### config.mk
export PLATFORM = sky130hd
export DESIGN_NAME = ascb_top
export DESIGN_NICKNAME = d
export VERILOG_FILES = /design/src/hw/ascb_pkg.sv /design/src/hw/ascb_sync.sv /design/src/hw/ascb_fifo.sv /design/src/hw/ascb_top.sv
export SDC_FILE = /design/constraint.sdc
export NUM_CORES = 1
export LEC_CHECK = 0
export BUFFER_PORTS_ARGS = -buffer_cell sky130_fd_sc_hd__buf_2
export CAP_MARGIN = 5
export CORE_MARGIN = 10
export CORE_UTILIZATION = 35
export CTS_CLUSTER_DIAMETER = 80
export DETAILED_ROUTE_END_ITERATION = 16
export PLACE_DENSITY = 0.58
export SYNTH_ARGS = -nofsm -noshare
export SYNTH_HDL_FRONTEND = slang
export SYNTH_SLANG_ARGS = --single-unit
### constraint.sdc
create_clock -name clk_sys_i -period 5.5 [get_ports clk_sys_i]
set_input_delay 0.55 -clock clk_sys_i [delete_from_list [all_inputs] [get_ports clk_sys_i]]
set_output_delay 0.55 -clock clk_sys_i [all_outputs]
set_load 0.005 [all_outputs]
### src/hw/ascb_pkg.sv
/*
 * Constants and types shared by the serial control byte front end.
 * Assumes a single system clock; all serial pins are sampled by it.
 */
`default_nettype none

package ascb_pkg;

    // Control byte layout.
    localparam int          CTRL_BITS       = 8;
    localparam int          START_POS       = 7;
    localparam int          SEL_HI_POS      = 6;
    localparam int          SEL_LO_POS      = 4;
    localparam int          POL_POS         = 3;
    localparam int          CFG_POS         = 2;
    localparam int          MODE_HI_POS     = 1;
    localparam int          MODE_LO_POS     = 0;

    // Bit counts within the control byte and the result frame.
    localparam logic [3:0]  BIT_CNT_IDLE    = 4'h0;
    localparam logic [3:0]  BIT_CNT_FIRST   = 4'h1;
    localparam logic [3:0]  TRACK_BIT_CNT   = 4'h5;
    localparam logic [3:0]  HOLD_BIT_CNT    = 4'h8;
    localparam int          RESULT_W        = 10;
    localparam int          OUT_W           = 12;
    localparam logic [3:0]  OUT_BITS        = 4'hC;
    localparam logic [3:0]  OUT_CNT_ZERO    = 4'h0;
    localparam logic [3:0]  OUT_CNT_FIRST   = 4'h1;
    // A new start bit is accepted once result bit 3 has been shifted out.
    localparam logic [3:0]  RESTART_OUT_CNT = 4'h7;
    localparam logic [7:0]  START_SHIFT     = 8'h01;

    // Power and clock mode codes.
    localparam logic [1:0]  MODE_FULL_PD    = 2'h0;
    localparam logic [1:0]  MODE_FAST_PD    = 2'h1;
    localparam logic [1:0]  MODE_INT_CLK    = 2'h2;
    localparam logic [1:0]  MODE_EXT_CLK    = 2'h3;

    // Reset values.
    localparam logic [1:0]  MODE_RESET      = MODE_INT_CLK;
    localparam logic        STROBE_RESET    = 1'b1;
    // Synchroniser order is {data_in, chip_select_n, serial_clock}.
    localparam logic [2:0]  PIN_SYNC_RESET  = 3'h2;
    localparam int          PIN_CLK_IDX     = 0;
    localparam int          PIN_CSN_IDX     = 1;
    localparam int          PIN_DIN_IDX     = 2;

    localparam int          FIFO_DEPTH      = 32;

    typedef enum logic [3:0] {
        OUT_IDLE   = 4'h1,
        OUT_STROBE = 4'h2,
        OUT_WAIT   = 4'h4,
        OUT_SHIFT  = 4'h8
    } ascb_out_state_type;

endpackage

`default_nettype wire

### src/hw/ascb_sync.sv
/*
 * Two flip-flop synchroniser for a vector of independent levels.
 * Assumes each bit is a slow level or a clock far below the system clock.
 */
`default_nettype none

module ascb_sync #(
    parameter int                WIDTH     = 1,
    parameter logic [WIDTH-1:0]  RESET_VAL = '0
) (
    input  wire logic             clk_sys_i,
    input  wire logic             rst_n_i,
    input  wire logic [WIDTH-1:0] async_i,
    output logic      [WIDTH-1:0] sync_o
);

    logic [WIDTH-1:0] meta;

    for (genvar i = 0; i < WIDTH; i++) begin : g_bit
        always_ff @(posedge clk_sys_i or negedge rst_n_i) begin
            if (!rst_n_i) begin
                meta[i]   <= RESET_VAL[i];
                sync_o[i] <= RESET_VAL[i];
            end else begin
                meta[i]   <= async_i[i];
                sync_o[i] <= meta[i];
            end
        end
    end

endmodule

`default_nettype wire

### src/hw/ascb_fifo.sv
/*
 * Synchronous FIFO with valid and ready on both sides.
 * Assumes DEPTH is a power of two; full and empty come from flip-flops.
 */
`default_nettype none

module ascb_fifo #(
    parameter int WIDTH = 10,
    parameter int DEPTH = 32
) (
    input  wire logic             clk_sys_i,
    input  wire logic             rst_n_i,
    input  wire logic             in_valid_i,
    input  wire logic [WIDTH-1:0] in_data_i,
    output logic                  in_ready_o,
    output logic                  out_valid_o,
    output logic      [WIDTH-1:0] out_data_o,
    input  wire logic             out_ready_i
);

    localparam int AW = $clog2(DEPTH);

    logic [WIDTH-1:0] mem [DEPTH];
    logic [AW-1:0]    wr_ptr;
    logic [AW-1:0]    rd_ptr;
    logic [AW-1:0]    next_wr_ptr;
    logic [AW-1:0]    next_rd_ptr;
    logic [AW:0]      count;
    logic [AW:0]      next_count;
    logic             full;
    logic             empty;
    logic             next_full;
    logic             next_empty;
    logic             push;
    logic             pop;

    assign push        = in_valid_i & ~full;
    assign pop         = out_ready_i & ~empty;
    assign out_valid_o = ~empty;
    assign out_data_o  = mem[rd_ptr];

    always_comb begin
        next_wr_ptr = push ? wr_ptr + 1'b1 : wr_ptr;
        next_rd_ptr = pop ? rd_ptr + 1'b1 : rd_ptr;
        next_count  = count;
        if (push && !pop) begin
            next_count = count + 1'b1;
        end else if (pop && !push) begin
            next_count = count - 1'b1;
        end
        next_full  = (next_count == (AW+1)'(DEPTH));
        next_empty = (next_count == '0);
    end

    always_ff @(posedge clk_sys_i or negedge rst_n_i) begin
        if (!rst_n_i) begin
            wr_ptr <= '0;
            rd_ptr <= '0;
            count  <= '0;
            full   <= 1'b0;
            empty  <= 1'b1;
            in_ready_o <= 1'b1;
        end else begin
            wr_ptr <= next_wr_ptr;
            rd_ptr <= next_rd_ptr;
            count  <= next_count;
            full   <= next_full;
            empty  <= next_empty;
            in_ready_o <= ~next_full;
        end
    end

    always_ff @(posedge clk_sys_i) begin
        if (push) begin
            mem[wr_ptr] <= in_data_i;
        end
    end

endmodule

`default_nettype wire

### src/hw/ascb_top.sv
/*
 * Serial control byte front end of an 8-channel 10-bit converter.
 * Frames the control byte, steers the input multiplexer and sampler,
 * and drives the strobe and serial result pins.
 * Assumes serial pins are asynchronous to clk_sys_i and that the serial
 * clock runs well below a quarter of it; results come from an analog core.
 */
// Operation
// - With chip select low, each serial clock rise shifts in one data bit.
// - Leading zeros after chip select falls are ignored; first one is bit 7.
// - Bits 6 to 4 choose the analog channels used for conversion.
// - Bit 3 set means unipolar, clear means bipolar conversion.
// - Bit 2 set means single-ended against common return, clear differential.
// - Bits 1-0: full power-down, fast power-down, internal clock, external clock.
// - Single-ended codes map in shuffled order onto channels 0 to 7.
// - Differential codes pair even and odd channels; bit 6 picks which is positive.
// - An all-ones byte stream gives continuous unipolar single-ended channel 7 conversions.
// - External mode strobe is high one serial period before the first result bit.
// - With data held high each external conversion takes 15 serial clocks.
// - With chip select low, data out and external mode strobe change only on serial clock falls.
// - Data out changes on falling edges and floats while chip select is high.
// - Sampler tracks after the fifth control bit, holds after the eighth.
// - Internal mode strobe falls at conversion start and rises at its end.
// - Results go out msb first; unipolar straight binary, bipolar two's complement.
`default_nettype none

module ascb_top
    import ascb_pkg::*;
(
    input  wire logic                clk_sys_i,
    input  wire logic                rst_n_i,
    input  wire logic                serial_clock_i,
    input  wire logic                chip_select_n_i,
    input  wire logic                serial_data_in_i,
    output logic                     serial_data_out_o,
    output logic                     serial_data_out_oe_o,
    output logic                     conversion_strobe_o,
    output logic                     conversion_strobe_oe_o,
    output logic                     conv_start_o,
    output logic                     track_o,
    output logic                     hold_o,
    output logic [2:0]               pos_channel_o,
    output logic [2:0]               neg_channel_o,
    output logic                     neg_is_common_o,
    output logic                     bipolar_o,
    output logic [1:0]               power_clock_mode_o,
    output logic                     power_down_o,
    input  wire logic                result_valid_i,
    input  wire logic [RESULT_W-1:0] result_data_i,
    output logic                     result_ready_o
);

    // Positive channel number for a select code, same in both input modes.
    function automatic logic [2:0] chan_pos(input logic [2:0] sel);
        chan_pos = {sel[1], sel[0], sel[2]};
    endfunction

    // Result as it leaves the pin: sign bit flipped for bipolar, two pad bits.
    function automatic logic [OUT_W-1:0] pad_result(input logic [RESULT_W-1:0] d,
                                                    input logic bip);
        pad_result = {d[RESULT_W-1] ^ bip, d[RESULT_W-2:0], 2'b00};
    endfunction

    logic [2:0]          pins_s;
    logic                sclk_s;
    logic                csn_s;
    logic                din_s;

    logic                sclk_d;
    logic                csn_d;
    logic [CTRL_BITS-1:0] shift_reg;
    logic [3:0]          bit_cnt;
    logic                cs_cycled;
    logic                next_sclk_d;
    logic                next_csn_d;
    logic [CTRL_BITS-1:0] next_shift_reg;
    logic [3:0]          next_bit_cnt;
    logic                next_cs_cycled;

    logic                sclk_rise;
    logic                sclk_fall;
    logic                cs_rise;
    logic                start_ok;
    logic                launch;

    ascb_out_state_type  out_state;
    ascb_out_state_type  next_out_state;
    logic [OUT_W-1:0]    out_shift;
    logic [OUT_W-1:0]    next_out_shift;
    logic [3:0]          out_cnt;
    logic [3:0]          next_out_cnt;
    logic                next_dout;
    logic                next_dout_oe;
    logic                next_strobe;
    logic                next_strobe_oe;
    logic                next_conv_start;
    logic                next_track;
    logic                next_hold;
    logic [2:0]          next_pos;
    logic [2:0]          next_neg;
    logic                next_neg_com;
    logic                next_bipolar;
    logic [1:0]          next_mode;
    logic                next_power_down;
    logic [OUT_W-1:0]    padded;
    logic [2:0]          sel;

    logic                fifo_valid;
    logic [RESULT_W-1:0] fifo_data;
    logic                fifo_pop;

    ascb_sync #(
        .WIDTH     (3),
        .RESET_VAL (PIN_SYNC_RESET)
    ) u_sync (
        .clk_sys_i (clk_sys_i),
        .rst_n_i   (rst_n_i),
        .async_i   ({serial_data_in_i, chip_select_n_i, serial_clock_i}),
        .sync_o    (pins_s)
    );

    assign sclk_s = pins_s[PIN_CLK_IDX];
    assign csn_s  = pins_s[PIN_CSN_IDX];
    assign din_s  = pins_s[PIN_DIN_IDX];

    // Results wait here until the serial master clocks one out, or until OUT_WAIT takes one in internal clock mode.
    ascb_fifo #(
        .WIDTH (RESULT_W),
        .DEPTH (FIFO_DEPTH)
    ) u_fifo (
        .clk_sys_i   (clk_sys_i),
        .rst_n_i     (rst_n_i),
        .in_valid_i  (result_valid_i),
        .in_data_i   (result_data_i),
        .in_ready_o  (result_ready_o),
        .out_valid_o (fifo_valid),
        .out_data_o  (fifo_data),
        .out_ready_i (fifo_pop)
    );

    assign sclk_rise = sclk_s & ~sclk_d & ~csn_s;
    assign sclk_fall = ~sclk_s & sclk_d & ~csn_s;
    assign cs_rise   = csn_s & ~csn_d;
    assign launch    = sclk_fall && (bit_cnt == HOLD_BIT_CNT);
    assign sel       = shift_reg[SEL_HI_POS:SEL_LO_POS];

    // A start bit counts when idle, after a chip select cycle, or once the
    // running conversion has shifted result bit 3 out.
    assign start_ok  = cs_cycled || (out_state == OUT_IDLE) ||
                       ((out_state == OUT_SHIFT) && (out_cnt >= RESTART_OUT_CNT));

    // Framing of the control byte.
    always_comb begin
        next_sclk_d    = sclk_s;
        next_csn_d     = csn_s;
        next_shift_reg = shift_reg;
        next_bit_cnt   = bit_cnt;
        next_cs_cycled = cs_cycled;
        if (csn_s) begin
            next_bit_cnt = BIT_CNT_IDLE;
            if (cs_rise) begin
                next_cs_cycled = 1'b1;
            end
        end else if (sclk_rise) begin
            if (bit_cnt == BIT_CNT_IDLE) begin
                // Zeros before the start bit are dropped.
                if (din_s && start_ok) begin
                    next_shift_reg = START_SHIFT;
                    next_bit_cnt   = BIT_CNT_FIRST;
                    next_cs_cycled = 1'b0;
                end
            end else if (bit_cnt < HOLD_BIT_CNT) begin
                next_shift_reg = {shift_reg[CTRL_BITS-2:0], din_s};
                next_bit_cnt   = bit_cnt + 1'b1;
            end
        end else if (launch) begin
            next_bit_cnt = BIT_CNT_IDLE;
        end
    end

    always_ff @(posedge clk_sys_i or negedge rst_n_i) begin
        if (!rst_n_i) begin
            sclk_d    <= 1'b0;
            csn_d     <= 1'b1;
            shift_reg <= '0;
            bit_cnt   <= BIT_CNT_IDLE;
            cs_cycled <= 1'b1;
        end else begin
            sclk_d    <= next_sclk_d;
            csn_d     <= next_csn_d;
            shift_reg <= next_shift_reg;
            bit_cnt   <= next_bit_cnt;
            cs_cycled <= next_cs_cycled;
        end
    end

    // Conversion control, strobe and result shifting.
    always_comb begin
        next_out_state  = out_state;
        next_out_shift  = out_shift;
        next_out_cnt    = out_cnt;
        next_dout       = serial_data_out_o;
        next_dout_oe    = ~csn_s;
        next_strobe     = conversion_strobe_o;
        next_strobe_oe  = (power_clock_mode_o == MODE_EXT_CLK) ? ~csn_s : 1'b1;
        next_conv_start = 1'b0;
        next_track      = track_o;
        next_hold       = hold_o;
        next_pos        = pos_channel_o;
        next_neg        = neg_channel_o;
        next_neg_com    = neg_is_common_o;
        next_bipolar    = bipolar_o;
        next_mode       = power_clock_mode_o;
        next_power_down = power_down_o;
        fifo_pop        = 1'b0;
        padded          = pad_result(fifo_valid ? fifo_data : '0, bipolar_o);

        if (sclk_fall && (bit_cnt == TRACK_BIT_CNT)) begin
            next_track = 1'b1;
        end

        case (out_state)
            OUT_IDLE: begin
                next_out_cnt = OUT_CNT_ZERO;
            end
            OUT_STROBE: begin
                // The strobe period ends as the msb appears.
                if (sclk_fall) begin
                    fifo_pop       = fifo_valid;
                    next_strobe    = 1'b0;
                    next_dout      = padded[OUT_W-1];
                    next_out_shift = {padded[OUT_W-2:0], 1'b0};
                    next_out_cnt   = OUT_CNT_FIRST;
                    next_hold      = 1'b0;
                    next_out_state = OUT_SHIFT;
                end
            end
            OUT_WAIT: begin
                if (fifo_valid) begin
                    fifo_pop       = 1'b1;
                    next_strobe    = 1'b1;
                    next_out_shift = padded;
                    next_out_cnt   = OUT_CNT_ZERO;
                    next_hold      = 1'b0;
                    next_out_state = OUT_SHIFT;
                end
            end
            OUT_SHIFT: begin
                if (sclk_fall) begin
                    if (out_cnt == OUT_BITS) begin
                        next_dout      = 1'b0;
                        next_out_state = OUT_IDLE;
                    end else begin
                        next_dout      = out_shift[OUT_W-1];
                        next_out_shift = {out_shift[OUT_W-2:0], 1'b0};
                        next_out_cnt   = out_cnt + 1'b1;
                    end
                end
            end
            default: begin
                next_out_state = OUT_IDLE;
            end
        endcase

        // Raising chip select ends an external clock conversion; an internal
        // one keeps running and its result stays queued.
        if (cs_rise && (power_clock_mode_o == MODE_EXT_CLK) &&
            ((out_state == OUT_STROBE) || (out_state == OUT_SHIFT))) begin
            next_out_state = OUT_IDLE;
            next_strobe    = 1'b0;
            next_dout      = 1'b0;
            next_hold      = 1'b0;
        end

        // A completed control byte overrides whatever conversion is running.
        if (launch) begin
            next_mode    = shift_reg[MODE_HI_POS:MODE_LO_POS];
            next_bipolar = ~shift_reg[POL_POS];
            next_pos     = chan_pos(sel);
            next_track   = 1'b0;
            if (shift_reg[CFG_POS]) begin
                next_neg_com = 1'b1;
                next_neg     = '0;
            end else begin
                next_neg_com = 1'b0;
                next_neg     = {sel[1], sel[0], ~sel[2]};
            end
            case (shift_reg[MODE_HI_POS:MODE_LO_POS])
                MODE_EXT_CLK: begin
                    // An all-ones byte lands here: channel 7, unipolar, single-ended.
                    next_strobe     = 1'b1;
                    next_hold       = 1'b1;
                    next_conv_start = 1'b1;
                    next_power_down = 1'b0;
                    next_out_state  = OUT_STROBE;
                end
                MODE_INT_CLK: begin
                    next_strobe     = 1'b0;
                    next_hold       = 1'b1;
                    next_conv_start = 1'b1;
                    next_power_down = 1'b0;
                    next_out_state  = OUT_WAIT;
                end
                default: begin
                    next_hold       = 1'b0;
                    next_power_down = 1'b1;
                    next_dout       = 1'b0;
                    next_out_state  = OUT_IDLE;
                end
            endcase
        end
    end

    always_ff @(posedge clk_sys_i or negedge rst_n_i) begin
        if (!rst_n_i) begin
            out_state              <= OUT_IDLE;
            out_shift              <= '0;
            out_cnt                <= OUT_CNT_ZERO;
            serial_data_out_o      <= 1'b0;
            serial_data_out_oe_o   <= 1'b0;
            conversion_strobe_o    <= STROBE_RESET;
            conversion_strobe_oe_o <= 1'b1;
            conv_start_o           <= 1'b0;
            track_o                <= 1'b0;
            hold_o                 <= 1'b0;
            pos_channel_o          <= '0;
            neg_channel_o          <= '0;
            neg_is_common_o        <= 1'b1;
            bipolar_o              <= 1'b0;
            power_clock_mode_o     <= MODE_RESET;
            power_down_o           <= 1'b0;
        end else begin
            out_state              <= next_out_state;
            out_shift              <= next_out_shift;
            out_cnt                <= next_out_cnt;
            serial_data_out_o      <= next_dout;
            serial_data_out_oe_o   <= next_dout_oe;
            conversion_strobe_o    <= next_strobe;
            conversion_strobe_oe_o <= next_strobe_oe;
            conv_start_o           <= next_conv_start;
            track_o                <= next_track;
            hold_o                 <= next_hold;
            pos_channel_o          <= next_pos;
            neg_channel_o          <= next_neg;
            neg_is_common_o        <= next_neg_com;
            bipolar_o              <= next_bipolar;
            power_clock_mode_o     <= next_mode;
            power_down_o           <= next_power_down;
        end
    end

endmodule

`default_nettype wire

==> results.sh, run 1 <==
export IMPL_slew_viol_final=0
export IMPL_cp_common_cell="a21oi_1"
export IMPL_cts_tree="built"
export IMPL_ys_flop_type="edfxtp_1"
export IMPL_netlist_instances=953
export IMPL_post_synth_top_area_cell="edfxtp_1"
export IMPL_cts_num_sinks=395
export IMPL_path_clk_slew_ns=0.06
export IMPL_highest_layer="met5"
export IMPL_worst_pin_slew_ns=1.18
export IMPL_clk_latency_ns=0.55
export IMPL_rr_startpoint="u_fifo.rd_ptr[0]"
export IMPL_grt_usage_pct=13.1
export IMPL_synth_xor_area_share_pct=0.753
export IMPL_htree_levels=2
export IMPL_synth_area_top_cells="edfxtp_1, dfrtp_1, mux4_2, mux2i_1, dfstp_2"
export IMPL_initial_core_util_pct=35.4
export IMPL_crit_path_start="u_fifo.rd_ptr[0]"
export IMPL_row_count=78
export IMPL_peakVddDrop_mv=0.257
export IMPL_largest_reg_flops=320
export IMPL_cellPowerDensity_nw_per_um2=369
export IMPL_synth_edf_count=320
export IMPL_period_share_pct=61.9
export IMPL_finalSetupTns_ns=0
export IMPL_drc_errors=0
export IMPL_grt_ovfl_total=0
export IMPL_cts_buffers=39
export IMPL_multiInputGateArea_um2=4210
export IMPL_synth_simple_area_share_pct=6.35
export IMPL_vias_per_cell=5.19
export IMPL_critPathKind="flop to flop"
export IMPL_finalHoldViolCount=0
export IMPL_path_buf_inv=1
export IMPL_worstPathArrival_ns=3.83
export IMPL_crit_chain="buf_4, mux4_2, a22o_1, a2111oi_0, a21oi_1, a21oi_1, a31oi_1"
export IMPL_slowest_delay_ns=0.86
export IMPL_synth_top_family_by_area="multiplexers"
export IMPL_synth_top_cell_area_share_pct=59.7
export IMPL_route_vias_total=8425
export IMPL_die_y_um=235
export IMPL_slew_headroom_pct=20.7
export IMPL_synth_compound_area_share_pct=6.25
export IMPL_ys_warn_count=0
export IMPL_synthArstFlopShare_pct=19.0
export IMPL_flow_area_growth_from_synthesis_pct=12.6
export IMPL_required_ns=5.92
export IMPL_grt_start_max_net_pins=64
export IMPL_drtPass1Iterations=4
export IMPL_syn_nets=981
export IMPL_path_max_fanout=41
export IMPL_coreArea_um2=45500
export IMPL_cts_root_buf="clkbuf_16"
export IMPL_diodes=0
export IMPL_setup_viol=0
export IMPL_cts_repair_resized=0
export IMPL_fill_cells=4171
export IMPL_wl_um=35600
export IMPL_synthesis_area_um2=16100
export IMPL_io_pins=35
export IMPL_fin_skew_ns=0.0236
export IMPL_dpl_hpwl_um=21900
export IMPL_clockBufferDepth=3
export IMPL_ctsHoldBuffers=1
export IMPL_crit_slowest_cell="dfrtp_4"
export IMPL_synth_adder_area_share_pct=0.932
export IMPL_grt_pass1_vias=8618
export IMPL_finish_net_count=1024
export IMPL_ant_nets=0
export IMPL_rsz0062_at_grt="no"
export IMPL_holdWs_ns=0.116
export IMPL_min_path_type="primary input to flop"
export IMPL_fp_dieW_um=235
export IMPL_status="finished clean"
export IMPL_setup_worst_path_start_class="flop"
export IMPL_wl_met1_um=15600
export IMPL_synthMuxAreaShare_pct=11.9
export IMPL_io_buffers=34
export IMPL_place_gp_congestion=0.790
export IMPL_postLayoutCoreUtil_pct=39.9
export IMPL_yosys_register_bits=395
export IMPL_wl_met2_um=16800
export IMPL_regArea_um2=11500
export IMPL_drv_cap=0
export IMPL_drt_iter0_markers=727
export IMPL_leakage_nw=5.97
export IMPL_path_delay_family="compound AO/OA/AOI/OAI gates"
export IMPL_grt_pass1_wl_um=54500
export IMPL_postCtsSetupBuffers=0
export IMPL_wl_per_cell_um=21.9
export IMPL_synth_cell_types=76
export IMPL_syn_area_per_cell_um2=16.9
export IMPL_endpoint_kind="flop"
export IMPL_met3_length_um=2320
export IMPL_ys_seq_area_share_pct=71.4
export IMPL_fmax_mhz=294
export IMPL_drive_gt1_share_pct=19.5
export IMPL_antenna_found_initial=1
export IMPL_die_area_um2=55000
export IMPL_min_from="chip_select_n_i"
export IMPL_fin_crit_ns=3.41
## kinds of logic (layout without fill, tap and decap cells)
group / Yosys count / after routing
compound gates: 145 / 145
xor+xnor: 13 / 13
fa+ha+maj: 12 / 12
buf+inv: 72 / 143
flops: 395 / 395
mux: 111 / 111
simple gates: 205 / 205
## synthesized netlist by cell type, types with 4 or more instances
| library cell | n |
|---|---|
| nand3_1 | 22 |
| nor2_1 | 69 |
| nand3b_1 | 4 |
| nor3_1 | 10 |
| dfrtp_1 | 64 |
| edfxtp_1 | 320 |
| nand2b_1 | 6 |
| buf_6 | 6 |
| mux4_2 | 64 |
| a22oi_1 | 10 |
| nor2b_1 | 7 |
| buf_2 | 10 |
| inv_1 | 22 |
| a41oi_1 | 4 |
| a211oi_1 | 7 |
| a21o_1 | 5 |
| o31ai_1 | 7 |
| mux2i_1 | 46 |
| o22ai_1 | 11 |
| a211o_1 | 4 |
| o221ai_1 | 5 |
| dfstp_2 | 11 |
| buf_4 | 6 |
| o21ai_0 | 30 |
| clkbuf_1 | 23 |
| nand2_1 | 57 |
| a22o_1 | 5 |
| a21oi_1 | 21 |
| a31oi_1 | 4 |
| xor2_1 | 5 |
| ha_1 | 12 |
| a221oi_1 | 4 |
| nor4b_2 | 4 |
| xnor2_1 | 7 |
## placed cells by master (no fill, tap or decap), types with 6 or more instances in the layout
cell | Yosys | final
a211oi_1 | 7 | 7
a21oi_1 | 21 | 21
a22oi_1 | 10 | 10
buf_2 | 10 | 33
buf_4 | 6 | 17
clkbuf_1 | 23 | 7
clkbuf_16 | 0 | 40
clkinv_1 | 0 | 8
clkinv_2 | 0 | 6
dfrtp_1 | 64 | 61
dfstp_2 | 11 | 11
edfxtp_1 | 320 | 320
ha_1 | 12 | 12
inv_1 | 22 | 22
mux2i_1 | 46 | 46
mux4_2 | 64 | 64
nand2_1 | 57 | 57
nand2b_1 | 6 | 6
nand3_1 | 22 | 22
nor2_1 | 69 | 69
nor2b_1 | 7 | 7
nor3_1 | 10 | 10
o21ai_0 | 30 | 30
o22ai_1 | 11 | 11
o31ai_1 | 7 | 7
xnor2_1 | 7 | 7
## power by group
group	total (mW)	internal, mW	switching, mW
Sequential	3.55	3.44	0.114
Combinational	0.472	0.151	0.321
Clock	2.67	1.57	1.11
Total	6.70	5.16	1.54
## per-stage QoR
| step | worst slack, ns | instances | area [um2] | total power [mW] |
|---|---|---|---|---|
| 2_1_floorplan | 3.28 | 953 | 16100 | 3.88 |
| 3_3_place_gp | 2.10 | 1554 | 16800 | 4.08 |
| 3_5_place_dp | 2.04 | 1554 | 16800 | 4.09 |
| 4_1_cts | 2.01 | 1624 | 18100 | 6.76 |
| 5_1_grt | 1.76 | 1624 | 18100 | 6.96 |
| 6_report | 2.09 | 1624 | 18100 | 6.70 |
## layer usage
layer  vias up  track usage (%)
met1      4311             17.7
met3        67             3.19
met4         2             3.99
li1       3826                -
met2       219             20.7
met5         -                0
## cell type report
type	count	area share, %
Clock buffer	47	5.67
Clock inverter	22	1.34
Inverter	23	0.476
Multi-Input combinational cell	486	23.2
Sequential cell	395	63.5
Tap cell	600	4.14
Timing Repair Buffer	51	1.67
## final timing paths
| kind | end | slack (ns) | cells past startpoint |
|---|---|---|---|
| min in group asynchronous | u_sync.sync_o[0] | 0.39 | 2 |
| worst min register to register | u_sync.sync_o[0] | 0.35 | 0 |
| worst max register to register | out_shift[7] | 2.09 | 7 |
| max in group asynchronous | u_fifo.rd_ptr[0] | 3.96 | 3 |
| worst min-delay path | u_sync.meta[1] | 0.12 | 1 |
| worst max-delay path | out_shift[7] | 2.09 | 7 |
No activity file was read; power rests on OpenSTA's default activity.
==> inputs of run 2 (changes only) <==
--- a/config.mk
+++ b/config.mk
@@ -5,13 +5,14 @@
 export SDC_FILE = /design/constraint.sdc
 export NUM_CORES = 1
 export LEC_CHECK = 0
+export ABC_AREA = 1
 export BUFFER_PORTS_ARGS = -buffer_cell sky130_fd_sc_hd__buf_2
 export CAP_MARGIN = 5
 export CORE_MARGIN = 10
 export CORE_UTILIZATION = 35
 export CTS_CLUSTER_DIAMETER = 80
 export DETAILED_ROUTE_END_ITERATION = 16
-export PLACE_DENSITY = 0.58
+export PLACE_DENSITY = 0.59
 export SYNTH_ARGS = -nofsm -noshare
 export SYNTH_HDL_FRONTEND = slang
 export SYNTH_SLANG_ARGS = --single-unit
==> constraint.sdc (replaced) <==
create_clock -name clk_sys_i -period 2.7 [get_ports clk_sys_i]
set_input_delay 0.27 -clock clk_sys_i [delete_from_list [all_inputs] [get_ports clk_sys_i]]
set_output_delay 0.27 -clock clk_sys_i [all_outputs]
set_load 0.005 [all_outputs]
==> run 2 against run 1 <==
  * Non-clock buffer count grew 42
  * Cell count is 36% higher
  * Register-to-register slack worse by 1.7 ns
  * Maximum frequency up 46%
  * Clock power is 110% higher
  * Utilization rose by 0.99 points
  * Critical path type unchanged
  * Critical endpoint is now out_shift[5]
  * Highest routed layer is now met4
==> results.sh, run 2 <==
export IMPL_status="finished clean"
export IMPL_setup_worst_path_start_class="flop"
export IMPL_place_inst=2139
export IMPL_path_max_fanout=28
export IMPL_finish_net_count=1606
export IMPL_r2r_slack_ns=0.37
export IMPL_slew_viol_final=0
export IMPL_io_pins=35
export IMPL_crit_chain="buf_4, buf_4, o21ai_0, o21ai_0, a21oi_1, nand2_1, nand4_1, nand3_1, nand2_1, inv_1"
export IMPL_rr_startpoint="u_fifo.rd_ptr[0]"
export IMPL_wl_per_cell_um=18.6
export IMPL_path_delay_family="flip-flops"
export IMPL_grt_pass1_vias=11100
export IMPL_largest_reg_flops=320
export IMPL_holdWs_ns=0.214
export IMPL_grt_pass1_wl_um=64100
export IMPL_min_path_type="primary input to async pin"
export IMPL_required_ns=3.13
export IMPL_grt_ovfl_total=0
export IMPL_grt_start_max_net_pins=75
export IMPL_netlist_instances=1514
export IMPL_p_total_mw=14.5
export IMPL_setup_viol=0
export IMPL_period_share_pct=86.2
export IMPL_drv_cap=0
export IMPL_synthesis_area_um2=16600
export IMPL_synthTopCellsByCount="edfxtp_1, nor2_1, nand2_1"
export IMPL_cts_tree="built"
export IMPL_fmax_mhz=430
export IMPL_fp_dieW_um=238
export IMPL_timing_rr_end="out_shift[5]"
export IMPL_slowest_delay_ns=0.64
export IMPL_drive_gt1_share_pct=11.6
export IMPL_syn_nets=1542
export IMPL_synth_top_cell_area_share_pct=57.8
export IMPL_leakage_nw=7.30
export IMPL_clockBufferDepth=3
export IMPL_finalSetupTns_ns=0
export IMPL_peakVddDrop_mv=0.570
export IMPL_cts_buffers=40
export IMPL_wl_um=41300
export IMPL_fin_skew_ns=0.00922
export IMPL_slew_headroom_pct=45.1
export IMPL_row_count=79
export IMPL_drt_iter0_markers=920
export IMPL_flow_area_growth_from_synthesis_pct=14.9
export IMPL_dpl_hpwl_um=25400
export IMPL_synthArstFlopShare_pct=19.0
export IMPL_ys_seq_area_share_pct=69.2
export IMPL_rsz0062_at_grt="no"
export IMPL_final_cells=2215
export IMPL_coreArea_um2=46800
export IMPL_ctsHoldBuffers=4
export IMPL_fin_crit_ns=2.33
export IMPL_route_vias_total=11100
export IMPL_rr_worst_depth=10
export IMPL_place_ws_ns=0.408
export IMPL_critPathKind="flop to flop"
export IMPL_cellPowerDensity_nw_per_um2=760
export IMPL_post_synth_top_area_cell="edfxtp_1"
export IMPL_worstPathArrival_ns=2.76
export IMPL_worst_pin_slew_ns=0.823
export IMPL_diodes=0
export IMPL_ys_warn_count=0
export IMPL_synth_area_top_cells="edfxtp_1, dfrtp_1, nor2_1, nand2_1, o21ai_0"
export IMPL_final_common_cell="edfxtp_1"
export IMPL_ys_flop_type="edfxtp_1"
export IMPL_drc_errors=0
export IMPL_clk_latency_ns=0.53
export IMPL_yosys_register_bits=395
export IMPL_die_y_um=238
export IMPL_final_cell_mix="edfxtp_1, nor2_1, nand2_1"
export IMPL_ant_nets=0
export IMPL_synth_cell_types=38
export IMPL_die_area_um2=56600
export IMPL_initial_core_util_pct=35.6
export IMPL_cts_root_buf="clkbuf_16"
export IMPL_path_clk_slew_ns=0.06
export IMPL_drtPass1Iterations=5
export IMPL_io_buffers=34
export IMPL_htree_levels=2
export IMPL_crit_slowest_cell="dfrtp_4"
export IMPL_grt_usage_pct=14.3
export IMPL_place_gp_congestion=0.857
export IMPL_vias_per_cell=5.03
export IMPL_postLayoutSetupSlackWorst_ns=0.372
export IMPL_endpoint_kind="flop"
export IMPL_cts_num_sinks=395
export IMPL_synth_edf_count=320
export IMPL_postCtsSetupBuffers=0
export IMPL_finalHoldViolCount=0
export IMPL_cts_repair_resized=0
export IMPL_antenna_found_initial=0
export IMPL_syn_area_per_cell_um2=11.0
export IMPL_path_buf_inv=3
export IMPL_synth_most_common_cell="edfxtp_1"
-- run 2: cell types whose count changed in the layout (fill, tap and decap cells not counted), moves of 57 or more --
| cell | before | now |
|---|---|---|
| nor2_1 | 69 | 271 |
| inv_1 | 22 | 79 |
| mux4_2 | 64 | 0 |
| nand2_1 | 57 | 256 |
| o21ai_0 | 30 | 160 |
| nand3_1 | 22 | 130 |
-- run 2: final cells by class --
class                      count  area (um2)
multi-input combinational    957        4460
tap                          607         759
timing repair buffer          93         713
inverter                      91         349
fill                        4417       27700
clock inverter                18         190
sequential                   395       11500
clock buffer                  54        1130
-- run 2: how the worst max path moves through the flow --
| stage | to | cells after the start | startpoint | slack, ns |
|---|---|---|---|---|
| after floorplan | u_fifo.mem[31][0] | 4 | u_fifo.full | 0.86 |
| after global placement | out_shift[9] | 13 | u_fifo.rd_ptr[0] | 0.42 |
| after detailed placement | out_shift[4] | 12 | u_fifo.rd_ptr[0] | 0.41 |
| after CTS | out_shift[4] | 12 | u_fifo.rd_ptr[0] | 0.35 |
| after global routing | out_shift[4] | 12 | u_fifo.rd_ptr[0] | 0.15 |
| final | out_shift[5] | 10 | u_fifo.rd_ptr[0] | 0.37 |
-- run 2: worst register-to-register path, stage by stage, from the launching register on --
cell     delay, ns
dfrtp_4       0.64
buf_4         0.31
buf_4         0.20
o21ai_0       0.18
o21ai_0       0.11
a21oi_1       0.34
nand2_1       0.16
nand4_1       0.13
nand3_1       0.08
nand2_1       0.06
inv_1         0.03
-- run 2: kinds of logic after synthesis --
| group | after synthesis | share of synthesized area [%] |
|---|---|---|
| flip-flops | 395 | 69.2 |
| buffers and inverters | 162 | 4.00 |
| AND/OR/NAND/NOR | 703 | 17.8 |
| adder cells (fa/ha/maj) | 12 | 0.903 |
| XOR/XNOR | 13 | 0.730 |
| AO/OA/AOI/OAI | 229 | 7.35 |
-- run 2: layer usage --
layer | vias up | GRT usage (%) | part of all wire, %
li1 | 5342 | - | -
met1 | 5523 | 18.6 | 44
met2 | 223 | 24.7 | 50
met3 | 52 | 2.07 | 4.1
met4 | 0 | 4.00 | 1.9
met5 | - | 0 | 0
-- run 2: power by group --
group          internal, mW  switching, mW  leakage (nW)
logic                 0.477           1.10          2.83
registers              7.11          0.251          3.82
clock network          3.31           2.26         0.647
-- run 2: per-stage QoR --
step | utilization, % | instance area, um2
detailed placement | 38.0 | 17700
floorplan | - | 16600
global placement | 38.0 | 17700
CTS | 40.9 | 19100
finish | 40.9 | 19100
global route | 40.9 | 19100
